==> src/include/wdmf_params.svh <==
// Purpose: named constants for the watchdog and multi-function timer
// Assumes: 8-bit register port, 4-bit register index
// Notes: register offsets are word indices on the plain port
`ifndef WDMF_PARAMS_SVH
`define WDMF_PARAMS_SVH
// ----------------------------------------
// register map
// ----------------------------------------
`define WDMF_ADDR_CFG 4'h0
`define WDMF_ADDR_RTC_CONTROL_REGISTER 4'h1
`define WDMF_ADDR_STAT 4'h2
`define WDMF_ADDR_TAPS 4'h3
`define WDMF_CFG_RESET 8'h41
`define WDMF_RTC_CONTROL_REGISTER_RESET 8'h00
`define WDMF_TAPS_RESET 8'h00
`define WDMF_RTC_CONTROL_REGISTER_QSTART_BIT 4
`define WDMF_RTC_CONTROL_REGISTER_MASK 8'h17
// ----------------------------------------
// timer geometry
// ----------------------------------------
`define WDMF_DIV_STAGES 8
`define WDMF_PRE_BITS 7
`define WDMF_MASK_R0 15'h0FFF
`define WDMF_MASK_R1 15'h1FFF
`define WDMF_MASK_R2 15'h3FFF
`define WDMF_MASK_R3 15'h7FFF
`define WDMF_TAP_BASE 4'h1
`define WDMF_LCD_SEL_MAX 3'h6
`define WDMF_INSTR_DIV_LAST 2'h3
`endif

==> src/include/wdmf_pkg.sv <==
// Purpose: shared types of the watchdog and multi-function timer
// Assumes: nothing beyond the params header
// Notes: only the enum types live here; each sub-module keeps its own state struct
package wdmf_pkg;
    typedef enum logic [1:0] {src_wdt_osc, src_instr, src_rtc_osc, src_none} wdmf_src_type;
    typedef enum logic [1:0] {osc_rc, osc_xtal, osc_32k, osc_spare} wdmf_sysosc_type;
    typedef enum logic {run_mode, pdown_mode} wdmf_mode_type;
endpackage : wdmf_pkg

==> src/include/wdmf_if.sv <==
// Purpose: carrier between timer core, source picker and clear logic
// Assumes: all signals on ref_clk
// Notes: clr_pulse is combinational from the clear module
interface wdmf_if;
    logic [1:0] src_sel;
    logic wdt_osc_en;
    logic instr_run;
    logic src_tick;
    logic wdt_en;
    logic pair_mode;
    logic clr_single;
    logic clr_first;
    logic clr_second;
    logic clr_pulse;
    modport src (input src_sel, input wdt_osc_en, input instr_run, output src_tick);
    modport clr (input wdt_en, input pair_mode, input clr_single, input clr_first, input clr_second,
        output clr_pulse);
    modport ctl (output src_sel, output wdt_osc_en, output instr_run, input src_tick,
        output wdt_en, output pair_mode, output clr_single, output clr_first, output clr_second,
        input clr_pulse);
endinterface : wdmf_if

==> src/design/wdmf_top.sv <==
// Purpose: watchdog timer with the shared multi-function timer
// Assumes: ref_clk is the system clock; core strobes are one-cycle pulses
// Notes: configuration options sit in registers on the plain port
//
// Behaviour
// - watchdog counts from watchdog oscillator, instruction clock, or RTC oscillator
// - disabled watchdog makes every watchdog operation a no-op
// - time-out equals source period times 2^12 up to 2^15
// - instruction-clock source stops counting during power down unless the system oscillator is 32k
// - overflow in normal run gives device reset and sets time-out flag
// - overflow in power down gives warm reset of counter and stack pointer only
// - count cleared by reset pin low, clear instruction or halt
// - single mode: each single clear instruction clears the count
// - paired mode: clear only after both first and second instructions
// - timer is an 8-stage divider followed by 7-bit prescaler
// - timer clock picked among watchdog oscillator, RTC oscillator, instruction clock
// - LCD clock tap from timer clock divided by 2^2 to 2^8
// - buzzer tap from timer clock divided by 2^2 to 2^9
// - power down halts RC or crystal system clock; 32k keeps timing running
// - RC mode drives system clock divided by 4 on the oscillator pin
// - quick-start bit 4 of RTC control; software clears it after 2s
// - watchdog oscillator runs in power down unless an option disables it
// - power-down flag cleared by power-up or clear, set by halt
//
// Decided for this implementation: the register addresses and the plain strobed port.
`include "wdmf_params.svh"
module wdmf_top
    import wdmf_pkg::*;
(
    input wire logic ref_clk,
    input wire logic rst_n,
    input wire logic [3:0] reg_addr,
    input wire logic [7:0] reg_wdata,
    input wire logic reg_wr,
    input wire logic reg_rd,
    output logic [7:0] reg_rdata,
    input wire logic clr_single,
    input wire logic clr_first,
    input wire logic clr_second,
    input wire logic halt_exec,
    input wire logic wake_event,
    input wire logic external_reset_pin_n,
    input wire logic wdt_osc_in,
    input wire logic rtc_osc_in,
    output logic device_reset,
    output logic warm_reset,
    output logic timeout_status_flag,
    output logic powerdown_status_flag,
    output logic powered_down,
    output logic lcd_clk,
    output logic buzzer_out,
    output logic osc_output_pin_o,
    output logic osc_output_pin_oe,
    output logic rtc_quick_start
);
    // ----------------------------------------
    // reset release
    // ----------------------------------------
    logic [1:0] rst_pipe;
    logic rst_sync_n;
    always_ff @(posedge ref_clk or negedge rst_n) begin
        if (!rst_n) begin
            rst_pipe <= 2'h0;
        end else begin
            rst_pipe <= {rst_pipe[0], 1'b1};
        end
    end
    assign rst_sync_n = rst_pipe[1];

    // ----------------------------------------
    // state
    // ----------------------------------------
    typedef struct packed {
        logic [7:0] cfg;
        logic [7:0] rtc_control_register;
        logic [7:0] taps;
        logic [7:0] rdata;
        logic [`WDMF_DIV_STAGES+`WDMF_PRE_BITS-1:0] cnt;
        wdmf_mode_type mode;
        logic to_flag;
        logic pd_flag;
        logic dev_rst;
        logic warm_rst;
        logic lcd;
        logic buz;
        logic [1:0] osc_div;
        logic osc_o;
        logic osc_oe;
        logic pin_s1;
        logic pin_s2;
    } wdmf_top_state_type;
    wdmf_top_state_type cur;
    wdmf_top_state_type next_cur;

    // ----------------------------------------
    // configuration fields
    // ----------------------------------------
    logic wdt_en;
    logic pair_mode;
    wdmf_src_type src_sel;
    logic [1:0] ratio;
    logic wdt_osc_en;
    logic [2:0] lcd_sel;
    logic [2:0] buz_sel;
    wdmf_sysosc_type sysosc;
    assign wdt_en = cur.cfg[0];
    assign pair_mode = cur.cfg[1];
    assign src_sel = wdmf_src_type'(cur.cfg[3:2]);
    assign ratio = cur.cfg[5:4];
    assign wdt_osc_en = cur.cfg[6];
    assign lcd_sel = (cur.taps[2:0] > `WDMF_LCD_SEL_MAX) ? `WDMF_LCD_SEL_MAX : cur.taps[2:0];
    assign buz_sel = cur.taps[5:3];
    assign sysosc = wdmf_sysosc_type'(cur.taps[7:6]);

    // ----------------------------------------
    // sub-modules
    // ----------------------------------------
    wdmf_if link ();
    logic sys_running;
    // rc and crystal stop in power down, the 32k system oscillator does not
    assign sys_running = (cur.mode == run_mode) || (sysosc == osc_32k);
    assign link.src_sel = cur.cfg[3:2];
    assign link.wdt_osc_en = wdt_osc_en;
    assign link.instr_run = sys_running;
    assign link.wdt_en = wdt_en;
    assign link.pair_mode = pair_mode;
    assign link.clr_single = clr_single & (cur.mode == run_mode);
    assign link.clr_first = clr_first & (cur.mode == run_mode);
    assign link.clr_second = clr_second & (cur.mode == run_mode);

    wdmf_srcsel u_src (
        .clk(ref_clk),
        .rst_n(rst_sync_n),
        .wdt_osc_in(wdt_osc_in),
        .rtc_osc_in(rtc_osc_in),
        .bus(link.src)
    );
    wdmf_clr u_clr (
        .clk(ref_clk),
        .rst_n(rst_sync_n),
        .bus(link.clr)
    );

    // ----------------------------------------
    // watchdog decisions
    // ----------------------------------------
    logic [`WDMF_DIV_STAGES+`WDMF_PRE_BITS-1:0] wdt_mask;
    logic ovf;
    logic halt_take;
    logic pin_low;
    logic clear_any;
    logic [3:0] lcd_idx;
    logic [3:0] buz_idx;
    always_comb begin
        case (ratio)
            2'h0: wdt_mask = `WDMF_MASK_R0;
            2'h1: wdt_mask = `WDMF_MASK_R1;
            2'h2: wdt_mask = `WDMF_MASK_R2;
            default: wdt_mask = `WDMF_MASK_R3;
        endcase
    end
    // overflow on the tick that completes 2^(12+ratio) source periods
    assign ovf = wdt_en && link.src_tick && ((cur.cnt & wdt_mask) == wdt_mask);
    assign halt_take = halt_exec && (cur.mode == run_mode);
    assign pin_low = !cur.pin_s2;
    assign clear_any = pin_low || link.clr_pulse || halt_take || ovf;
    assign lcd_idx = {1'b0, lcd_sel} + `WDMF_TAP_BASE;
    assign buz_idx = {1'b0, buz_sel} + `WDMF_TAP_BASE;

    // ----------------------------------------
    // next state
    // ----------------------------------------
    always_comb begin
        next_cur = cur;
        next_cur.pin_s1 = external_reset_pin_n;
        next_cur.pin_s2 = cur.pin_s1;
        next_cur.dev_rst = 1'b0;
        next_cur.warm_rst = 1'b0;
        // register port
        next_cur.rdata = 8'h00;
        if (reg_wr) begin
            case (reg_addr)
                `WDMF_ADDR_CFG: next_cur.cfg = reg_wdata;
                `WDMF_ADDR_RTC_CONTROL_REGISTER: next_cur.rtc_control_register = reg_wdata & `WDMF_RTC_CONTROL_REGISTER_MASK;
                `WDMF_ADDR_TAPS: next_cur.taps = reg_wdata;
                default: next_cur.cfg = cur.cfg;
            endcase
        end
        if (reg_rd) begin
            case (reg_addr)
                `WDMF_ADDR_CFG: next_cur.rdata = cur.cfg;
                `WDMF_ADDR_RTC_CONTROL_REGISTER: next_cur.rdata = cur.rtc_control_register;
                `WDMF_ADDR_STAT: next_cur.rdata = {5'h00, cur.mode == pdown_mode, cur.pd_flag, cur.to_flag};
                `WDMF_ADDR_TAPS: next_cur.rdata = cur.taps;
                default: next_cur.rdata = 8'h00;
            endcase
        end
        // divider chain: 8-stage divider then 7-bit prescaler as one ripple count
        if (clear_any) begin
            next_cur.cnt = '0;
        end else if (link.src_tick) begin
            next_cur.cnt = cur.cnt + 1'b1;
        end
        // flags: clears first, so a set in the same cycle wins
        if (link.clr_pulse) begin
            next_cur.pd_flag = 1'b0;
        end
        if (halt_take) begin
            next_cur.pd_flag = 1'b1;
            next_cur.to_flag = 1'b0;
        end
        if (pin_low && cur.mode == pdown_mode) begin
            next_cur.to_flag = 1'b0;
        end
        case (cur.mode)
            run_mode: begin
                if (halt_take) begin
                    next_cur.mode = pdown_mode;
                end
                if (ovf) begin
                    next_cur.to_flag = 1'b1;
                    next_cur.dev_rst = 1'b1;
                end
            end
            pdown_mode: begin
                if (ovf) begin
                    next_cur.to_flag = 1'b1;
                    next_cur.warm_rst = 1'b1;
                    next_cur.mode = run_mode;
                end else if (pin_low || wake_event) begin
                    next_cur.mode = run_mode;
                end
            end
            default: next_cur.mode = run_mode;
        endcase
        // frequency taps
        next_cur.lcd = cur.cnt[lcd_idx];
        next_cur.buz = cur.cnt[buz_idx];
        // system clock over four on the oscillator pin, rc mode only
        next_cur.osc_div = sys_running ? cur.osc_div + 2'h1 : cur.osc_div;
        next_cur.osc_o = cur.osc_div[1];
        next_cur.osc_oe = (sysosc == osc_rc) && sys_running;
    end

    always_ff @(posedge ref_clk or negedge rst_sync_n) begin
        if (!rst_sync_n) begin
            cur <= '0;
            cur.cfg <= `WDMF_CFG_RESET;
            cur.rtc_control_register <= `WDMF_RTC_CONTROL_REGISTER_RESET;
            cur.taps <= `WDMF_TAPS_RESET;
            cur.mode <= run_mode;
            cur.pin_s1 <= 1'b1;
            cur.pin_s2 <= 1'b1;
        end else begin
            cur <= next_cur;
        end
    end

    // ----------------------------------------
    // outputs
    // ----------------------------------------
    assign reg_rdata = cur.rdata;
    assign device_reset = cur.dev_rst;
    assign warm_reset = cur.warm_rst;
    assign timeout_status_flag = cur.to_flag;
    assign powerdown_status_flag = cur.pd_flag;
    assign powered_down = cur.mode == pdown_mode;
    assign lcd_clk = cur.lcd;
    assign buzzer_out = cur.buz;
    assign osc_output_pin_o = cur.osc_o;
    assign osc_output_pin_oe = cur.osc_oe;
    // software boosts start-up, then drops the bit after about two seconds
    assign rtc_quick_start = cur.rtc_control_register[`WDMF_RTC_CONTROL_REGISTER_QSTART_BIT];
endmodule : wdmf_top

==> src/design/wdmf_srcsel.sv <==
// Purpose: picks the timer source and turns it into one-cycle ticks
// Assumes: oscillator pins are slow against ref_clk
// Notes: tick is registered, one cycle after the detected edge
`include "wdmf_params.svh"
module wdmf_srcsel
    import wdmf_pkg::*;
(
    input wire logic clk,
    input wire logic rst_n,
    input wire logic wdt_osc_in,
    input wire logic rtc_osc_in,
    wdmf_if.src bus
);
    typedef struct packed {
        logic [1:0] s1;
        logic [1:0] s2;
        logic [1:0] prev;
        logic [1:0] div;
        logic tick;
    } wdmf_src_state_type;
    wdmf_src_state_type cur;
    wdmf_src_state_type next_cur;
    logic [1:0] pins;
    logic [1:0] rise;
    assign pins = {rtc_osc_in, wdt_osc_in};
    // ----------------------------------------
    // per-oscillator synchroniser and edge find
    // ----------------------------------------
    for (genvar g = 0; g < 2; g++) begin : g_osc
        assign rise[g] = cur.s2[g] & ~cur.prev[g];
    end
    always_comb begin
        next_cur = cur;
        next_cur.s1 = pins;
        next_cur.s2 = cur.s1;
        next_cur.prev = cur.s2;
        // instruction clock stops while the system oscillator is halted
        next_cur.div = bus.instr_run ? cur.div + 2'h1 : cur.div;
        case (wdmf_src_type'(bus.src_sel))
            src_wdt_osc: next_cur.tick = rise[0] & bus.wdt_osc_en;
            src_instr: next_cur.tick = bus.instr_run && (cur.div == `WDMF_INSTR_DIV_LAST);
            src_rtc_osc: next_cur.tick = rise[1];
            default: next_cur.tick = 1'b0;
        endcase
    end
    always_ff @(posedge clk or negedge rst_n) begin
        if (!rst_n) begin
            cur <= '0;
        end else begin
            cur <= next_cur;
        end
    end
    assign bus.src_tick = cur.tick;
endmodule : wdmf_srcsel

==> src/design/wdmf_clr.sv <==
// Purpose: single or paired watchdog clear instruction handling
// Assumes: instruction strobes are one-cycle pulses from the core
// Notes: a half pair is kept until the other half arrives
module wdmf_clr
    import wdmf_pkg::*;
(
    input wire logic clk,
    input wire logic rst_n,
    wdmf_if.clr bus
);
    typedef struct packed {
        logic seen_first;
        logic seen_second;
    } wdmf_clr_state_type;
    wdmf_clr_state_type cur;
    wdmf_clr_state_type next_cur;
    logic pair_done;
    assign pair_done = (bus.clr_first | cur.seen_first) & (bus.clr_second | cur.seen_second);
    always_comb begin
        next_cur = cur;
        if (!bus.wdt_en || !bus.pair_mode || pair_done) begin
            next_cur = '0;
        end else begin
            next_cur.seen_first = cur.seen_first | bus.clr_first;
            next_cur.seen_second = cur.seen_second | bus.clr_second;
        end
    end
    always_ff @(posedge clk or negedge rst_n) begin
        if (!rst_n) begin
            cur <= '0;
        end else begin
            cur <= next_cur;
        end
    end
    // disabled watchdog turns every clear into a no-op
    assign bus.clr_pulse = bus.wdt_en & (bus.pair_mode ? pair_done : bus.clr_single);
endmodule : wdmf_clr

==> config.mk <==
export PLATFORM = sky130hd
export DESIGN_NAME = wdmf_top
export DESIGN_NICKNAME = d
export VERILOG_FILES = /design/src/include/wdmf_pkg.sv /design/src/include/wdmf_if.sv /design/src/design/wdmf_top.sv /design/src/design/wdmf_srcsel.sv /design/src/design/wdmf_clr.sv
export VERILOG_INCLUDE_DIRS = /design/src /design/src/include
export SDC_FILE = /design/constraint.sdc
export NUM_CORES = 1
export LEC_CHECK = 0
export ABC_AREA = 1
export BUFFER_PORTS_ARGS = -buffer_cell sky130_fd_sc_hd__clkbuf_2
export CELL_PAD_IN_SITES_DETAIL_PLACEMENT = 0
export CELL_PAD_IN_SITES_GLOBAL_PLACEMENT = 1
export CORE_ASPECT_RATIO = 2
export CORE_MARGIN = 10
export CORE_UTILIZATION = 46
export CTS_CLUSTER_DIAMETER = 100
export DETAILED_ROUTE_END_ITERATION = 8
export PLACE_DENSITY = 0.87
export SLEW_MARGIN = 10
export SYNTH_ARGS = -nofsm -noshare
export SYNTH_HDL_FRONTEND = slang
export SYNTH_SLANG_ARGS = --single-unit
==> constraint.sdc <==
create_clock -name ref_clk -period 4.4 [get_ports ref_clk]
set_input_delay 0.44 -clock ref_clk [delete_from_list [all_inputs] [get_ports ref_clk]]
set_output_delay 0.44 -clock ref_clk [all_outputs]
set_load 0.1 [all_outputs]
==> impl_summary.md, run 1 <==
CTS
Clock tree synthesis found a total of 69 sinks. Buffers added to address setup during post-CTS repair amount to 0. The CTS tree is built.

The number of instances resized during post-cts repair is 0. The latest clock arrival within the worst-skew pair is ~0.33 ns. No sink is reached through more buffers than the 2 on the longest clock path. The number of buffers inserted during clock tree synthesis is 9.

The H-tree was split into 3 levels. After clock tree synthesis, the clock-pin slew on the worst setup and hold paths is approximately 0.05 ns. The master cell of the clock root buffer is sky130_fd_sc_hd__clkbuf_16.

Die
The floorplan core area is 6940 µm². The die width is between 70 and 80 µm. The floorplan row count is 43. From bottom edge to top edge, the die measures 139 µm. The full die area is 11100 µm². The starting density of the core is 47.2%.

The top-level port count is 42.

Global routing
The global routing met2 resource utilization is between 20 and 30%. The initial antenna violation count is 0. The global routing usage summed across all routing layers is 15.5%. The met1 capacity usage during global routing is between 10% and 20%. The maximum number of pins on one net before global-route repair is 68. met2 is the most crowded layer.

The first-pass GRT wire length is about 13000 µm. Global routing finished with a remaining overflow of 0. The via count of the first global-routing pass is about 2700. Global routing used roughly 2.8% of the available met3 tracks.

Synthesis
The top flip-flop cell by instance count after synthesis is sky130_fd_sc_hd__dfrtp_1. The mapped cell area is approximately 3300 µm². The share of async-settable or async-resettable flops after synthesis is 100%. The sequential-to-total area share from yosys stat is a little over half. The count of yosys warnings during synthesis is 0. The average cell area after synthesis is 8.57 µm². The number of nets produced by synthesis is approximately 400. The number of distinct standard cells referenced by the synthesized netlist is 31. Synthesis produced a netlist whose cell count is around 380. In this run, synthesis produced a sequential element count of 69. The number of synthesized flops with an enable pin is 0.

Setup path
On the critical path the largest part of the delay comes from buffers and inverters. Data on the critical path arrives at its endpoint at 1.34 ns. The required time of the critical path is just under 4 ns. The worst setup path is of the register to primary output kind. Along the worst path, the maximum fanout reaches 5. The worst setup path is launched from a register.

The startpoint identified for the worst register-to-register timing path is cur[13]. The setup check on the worst reg-to-reg path leaves a slack of ~2.7 ns. Traced cell by cell, the critical path runs through clkbuf_2.

STA classifies the critical path endpoint as a primary output. The worst register-to-register path has a depth of 8. The worst register-to-register path ends at cur[23].

The count of buffer and inverter cells on the critical path is 1. Among all stages on the critical path, the largest delay is contributed by sky130_fd_sc_hd__clkbuf_2. The largest single stage delay on the critical path is approximately 0.52 ns.

Placed design
The last weighted congestion value of the routability-driven placer is 0.880. The placement-stage cell area is around 3500 µm². The minimum setup slack after placement is between 2 and 3 ns.

The count of input and output buffers is 41. The HPWL after detailed placement is a little over 6000 µm.

Routing
In this run the remaining antenna-violating nets after routing total 0. The final wirelength is about 8000 µm. Using the TritonRoute via totals, the vias-per-cell ratio works out to between 5 and 6. The post-detailed-route wirelength per cell is approximately 16 µm. The count of unresolved DRC violations after routing is 0. The first TritonRoute pass finished after 4 iterations. For this block, the via count after detailed routing is between 2000 and 3000.

The number of DRC markers in iteration 0 is between 150 and 200.

Finish
The top cell types in the final layout, fill and taps aside, are 86 x sky130_fd_sc_hd__nand2_1, 64 x sky130_fd_sc_hd__dfrtp_1, 54 x sky130_fd_sc_hd__inv_1. The repair_antennas step left the layout with diodes totalling 0. The net count of the finished layout is between 400 and 500. Summing all multi-input logic gate instances after layout gives between 1000 and 1500 µm². The design area is roughly 3800 µm². The fill cell instance count of the final layout is 670. The library cell used most frequently in the layout, excluding fill and tap cells, is sky130_fd_sc_hd__nand2_1.

The area added between synthesis and finish is 16.2%. The sequential cell area in the final layout is roughly 1700 µm². Once layout is complete, the utilization of the core stands at roughly 55%. The post-route netlist has 16.4% of its cells at a drive strength greater than 1.

Timing
At the pin with the least slew margin, the transition time is around 0.83 ns. Across all hold checks on the routed design, the worst slack comes to between 0.15 and 0.2 ns. Across all setup checks in the final design, the least slack found is 2.62 ns. Setup repair after global routing left no endpoint under its margin. The count of endpoints failing hold in the final timing report is 0. Subtracting the final worst setup slack from the clock period gives roughly 1.8 ns. The worst clock skew on the final layout is 0.00926 ns. In the final timing run, aggregate negative setup slack is 0 ns.

The relative slew slack is 44.9%. The number of pins with negative max-slew slack in the final report was 0. Static timing analysis puts the maximum clock frequency at 0.562 GHz. The part of the cycle the worst path needs is 40.5%. The final setup violation count is 0.

Power
The analysis attributes to cell leakage a power of approximately 1.9 nW. Power spread over the standard cell area amounts to 513 nW/µm². VDD sags by at most 0.435 mV.

Worst hold path
The startpoint identified for the worst hold timing path is external_reset_pin_n. The path with the worst hold slack has its endpoint at cur[1]. The cell count of the worst hold path is 1.

The classification of the worst-slack hold path is input port to register.

Run
The count of max-cap constraint violations is 0.

Outcome
The run finished with clean final reports.
## layout make-up
| type | count | area share (%) |
|---|---|---|
| clock buffers | 13 | 6.58 |
| clock inverters | 3 | 1.22 |
| inverters | 55 | 5.43 |
| multi-input cells | 243 | 32.4 |
| flip-flops and latches | 69 | 45.6 |
| well taps | 90 | 2.96 |
| repair buffers | 43 | 5.86 |
## what timing repair did
action,4_1_cts,5_1_grt
endpoints found under the setup margin,0,0
hold buffers,1,0
endpoints found under the hold margin,2,0
## cell families after synthesis
| kind of cell | synth area share, % |
|---|---|
| adder cells (fa/ha/maj) | 1.53 |
| AO/OA/AOI/OAI | 9.52 |
| flip-flops | 52.9 |
| buffers and inverters | 9.48 |
| AND/OR/NAND/NOR | 22.4 |
| multiplexers | 0.344 |
| other | 0.115 |
| XOR/XNOR | 3.75 |
## metrics by stage
stage,total power [W],cells
detailed placement,0.00125,499
floorplan,0.00115,382
global placement,0.00124,499
global route,0.00205,516
finish,0.00195,516
CTS,0.00197,516
## worst max-delay path by stage
stage | depth (start not counted) | start | endpoint
final | 1 | powered_down | powered_down
after global routing | 8 | cur[13] | cur[27]
after CTS | 1 | powered_down | powered_down
after detailed placement | 7 | reg_addr[3] | cur[37]
after global placement | 7 | reg_addr[3] | buz_sel[0]
after floorplan | 0 | rst_pipe[1] | buz_sel[0]
## cells in the mapped netlist (6+ instances only)
library cell                n  area share (%)
sky130_fd_sc_hd__nand3_1   25             3.8
sky130_fd_sc_hd__a21oi_1   11             1.7
sky130_fd_sc_hd__o211ai_1   8             1.8
sky130_fd_sc_hd__xor2_1    10             2.7
sky130_fd_sc_hd__nand4_1    6             1.1
sky130_fd_sc_hd__nand2_1   86             9.9
sky130_fd_sc_hd__buf_4      8             1.8
sky130_fd_sc_hd__nor2_1    40             4.6
sky130_fd_sc_hd__dfrtp_1   65              50
sky130_fd_sc_hd__inv_1     54             6.2
sky130_fd_sc_hd__o21ai_0   25             3.8
## per-layer routing
layer | up-vias | wire (µm)
met3 | 27 | 205
met2 | 67 | 4680
met1 | 1248 | 2720
li1 | 1287 | -
met4 | 0 | 401
met5 | - | 0
## state kept, by name, indices dropped and copies added, names as in the netlist, 2 cells and up
name,cells
cur,35
reg_rdata,8
rst_pipe,2
u_src.cur,8
buz_sel,3
u_clr.cur,2
## where the power goes
part	internal [W]	total (W)	switching, W
Clock	0.000456	0.000712	0.000256
Combinational	0.000117	0.000439	0.000322
Sequential	0.000725	0.000799	0.0000743
(Power assumes the default switching activity.)
==> run 2, diff against run 1 <==
- CORE_UTILIZATION: 46 -> 39
- PLACE_DENSITY: 0.87 -> 0.79
- clock period: 4.4 -> 1.5 ns (I/O delays scaled with it)
==> impl_summary.md, run 2 (synthesis results as in run 1) <==
Timing
The count of endpoints failing hold in the final timing report came to 0. The minimum hold slack is about 0.028 ns. The number of pins with negative max-slew slack in the final report was 0. The final setup violation count is 0. The relative slew slack is between 60 and 70%. Dividing the final minimum period by the clock period gives between 90% and 100%. The worst clock skew on the final layout is 0.00725 ns. Setup repair after global routing could not meet its margin everywhere. Subtracting the final worst setup slack from the clock period gives between 1 and 1.5 ns. At the pin with the least slew margin, the transition time is 0.558 ns. The highest attainable clock frequency is between 0.7 and 0.8 GHz.

Routing
The pre-antenna-repair detailed-routing pass consisted of 4 iterations. In the final routed layout, each cell accounts on average for between 10 and 15 µm. Detailed routing inserted a total of 2617 vias. The count of unresolved DRC violations after routing is 0. Once detail routing completed, the nets flagged for antenna violations numbered 0. After the first detailed-routing iteration, the DRC count stood at roughly 130. The final layout contains routed wiring with a total length of 8160 µm. After detailed routing, the number of vias per cell comes to 4.78.

Setup path
The count of buffer and inverter cells on the critical path is 0. The kind of launch point of the worst setup path is a register. The required time of the critical path is ~1.7 ns.

The worst-case reg-to-reg path depth is 8. The critical register-to-register path startpoint is cur[14]. The signal on the critical path passes through ha_1, nand2_1, nor2_1, nand3_1, nor2_2, nor2_4, nand2_4, nor2_1. By instance count, the cell type seen most on the critical path is sky130_fd_sc_hd__nor2_1. The most critical setup path has its startpoint at cur[14]. The longest individual stage delay on the worst path is approximately 0.35 ns. The maximum fanout count along the critical path is 7.

STA classifies the critical path endpoint as a register. The slowest stage cell on the critical path is sky130_fd_sc_hd__dfrtp_1. The type of the setup path with the least slack is register to register.

The kind of cell adding the most delay to the critical path is simple AND/OR/NAND/NOR gates. Data on the critical path arrives at its endpoint at roughly 1.6 ns. The path length in cells of the critical path is 8.

CTS
TritonCTS built the clock tree. The H-tree depth is 3. The number of clock buffers added by TritonCTS is 9. The master cell of the clock root buffer is sky130_fd_sc_hd__clkbuf_16. The latest clock arrival within the worst-skew pair is 0.34 ns. After clock tree synthesis, the clock-pin slew on the worst setup and hold paths is 0.06 ns. No sink is reached through more buffers than the 2 on the longest clock path. The number of buffers inserted by post-CTS setup repair is 0. The TritonCTS sink count is 69.

Global routing
Entering global routing, the biggest net connects 42 pins. The initial antenna violation count is 0. The via count of the first global-routing pass is approximately 2700. The global routing usage summed across all routing layers is between 10% and 20%. The total overflow left after global routing is 0. The first-pass GRT wire length is about 13000 µm.

Finish
The area added between synthesis and finish is 24.0%. The flip-flop count of the largest register after layout is 35. More flip-flops sit in one register than any other, and that register is cur.

The post-route netlist has between 20% and 30% of its cells at a drive strength greater than 1. The count of nets after finishing is 472. Leaving out fill and tap cells, the most frequent cells in the layout are 86 x sky130_fd_sc_hd__nand2_1, 63 x sky130_fd_sc_hd__dfrtp_1, 54 x sky130_fd_sc_hd__inv_1. Leaving out fill and tap cells, the most frequent cell in the layout is sky130_fd_sc_hd__nand2_1.

The repair_antennas step left the layout with diodes totalling 0.

Die
In this run the count of I/O pins placed on the die edge is between 40 and 50. The full die area is 12700 µm². The region available for standard cell placement spans 8230 µm². The floorplan row count is 47.

The vertical die dimension is between 100 and 150 µm. The initial utilization of the core area, before any placement, comes to roughly two fifths. The die width is ~85 µm.

Power
Across the VDD grid, the largest voltage drop is between 1 and 1.5 mV. The design draws about 0.0059 W. The standby leakage power is between 2 and 2.5 nW. Dividing total power by cell area gives a power density of 1450 nW/µm².

Placed design
The count of input and output buffers is between 40 and 50. After legalization and detailed placement, the total HPWL measured approximately 6300 µm. The last weighted congestion value of the routability-driven placer is around 0.85.

Outcome
The run finished with clean final reports.

Run
Max-cap violations in this run came to 0.

Worst hold path
The worst hold path passes through 3 cells. The startpoint of the tightest hold check path is reg_rd. The classification of the worst-slack hold path is input port to register.
run 2: cell types whose count changed in the layout (fill, tap and decap cells not counted), sizes merged:
cell | previous run | this run
buf | 1 | 21
clkbuf | 54 | 52
dlygate4sd3 | 1 | 4
inv | 55 | 56
nand2 | 89 | 90
run 2: final timing paths:
kind | endpoint | slack, ns
worst max-delay path | cur[23] | 0.09
worst min-delay path | reg_rdata[4] | 0.03
worst max register to register | cur[23] | 0.09
worst min register to register | cur[44] | 0.25
max in group asynchronous | cur[1] | 0.88
min in group asynchronous | rst_pipe[1] | 0.13
run 2: worst register-to-register path: cells and delay by family (launching register included):
kind	cells	cell delay [ns]
adder cells (fa/ha/maj)	1	0.19
flip-flops	1	0.35
AND/OR/NAND/NOR	7	0.77
run 2: metrics by stage:
| stage | cell area, µm² | setup slack [ns] | util [%] | std cells | setup TNS, ns |
|---|---|---|---|---|---|
| after floorplan | 3280 | 0.0138 | - | 382 | 0 |
| after global placement | 3670 | 0.0142 | 44.6 | 526 | 0 |
| after detailed placement | 3670 | -0.0633 | 44.6 | 526 | -0.357 |
| after CTS | 4020 | 0.0213 | 48.9 | 546 | 0 |
| after global routing | 4060 | -0.0123 | 49.3 | 547 | -0.0528 |
| final | 4060 | 0.0895 | 49.3 | 547 | 0 |
run 2: per-layer routing:
| metal | track usage (%) | vias up | wire, µm |
|---|---|---|---|
| met1 | 11.9 | 1230 | 2950 |
| li1 | - | 1321 | - |
| met5 | 0 | - | 0 |
| met4 | 9.77 | 0 | 473 |
| met3 | 3.76 | 21 | 251 |
| met2 | 23.7 | 45 | 4490 |
run 2: area by class of cell:
cell class	count	area (µm²)
clock buffer	12	256
timing repair buffer	65	410
multi-input combinational	244	1270
tap	98	123
inverter	55	209
clock inverter	4	55.1
sequential	69	1740
fill	824	4170
run 2: report_power, final:
part / leakage [nW] / switching, W / internal, W
sequential: 0.885 / 0.000168 / 0.00213
combinational: 0.987 / 0.000992 / 0.000405
clock: 0.149 / 0.000802 / 0.00139
total: 2.02 / 0.00196 / 0.00392
run 2: repair_timing:
action / CTS / global route
pin swaps: 0 / 1
endpoints found under the setup margin: 14 / 15
hold buffers: 4 / 0
resized for setup: 1 / 7
cloned: 0 / 1
endpoints found under the hold margin: 5 / 0
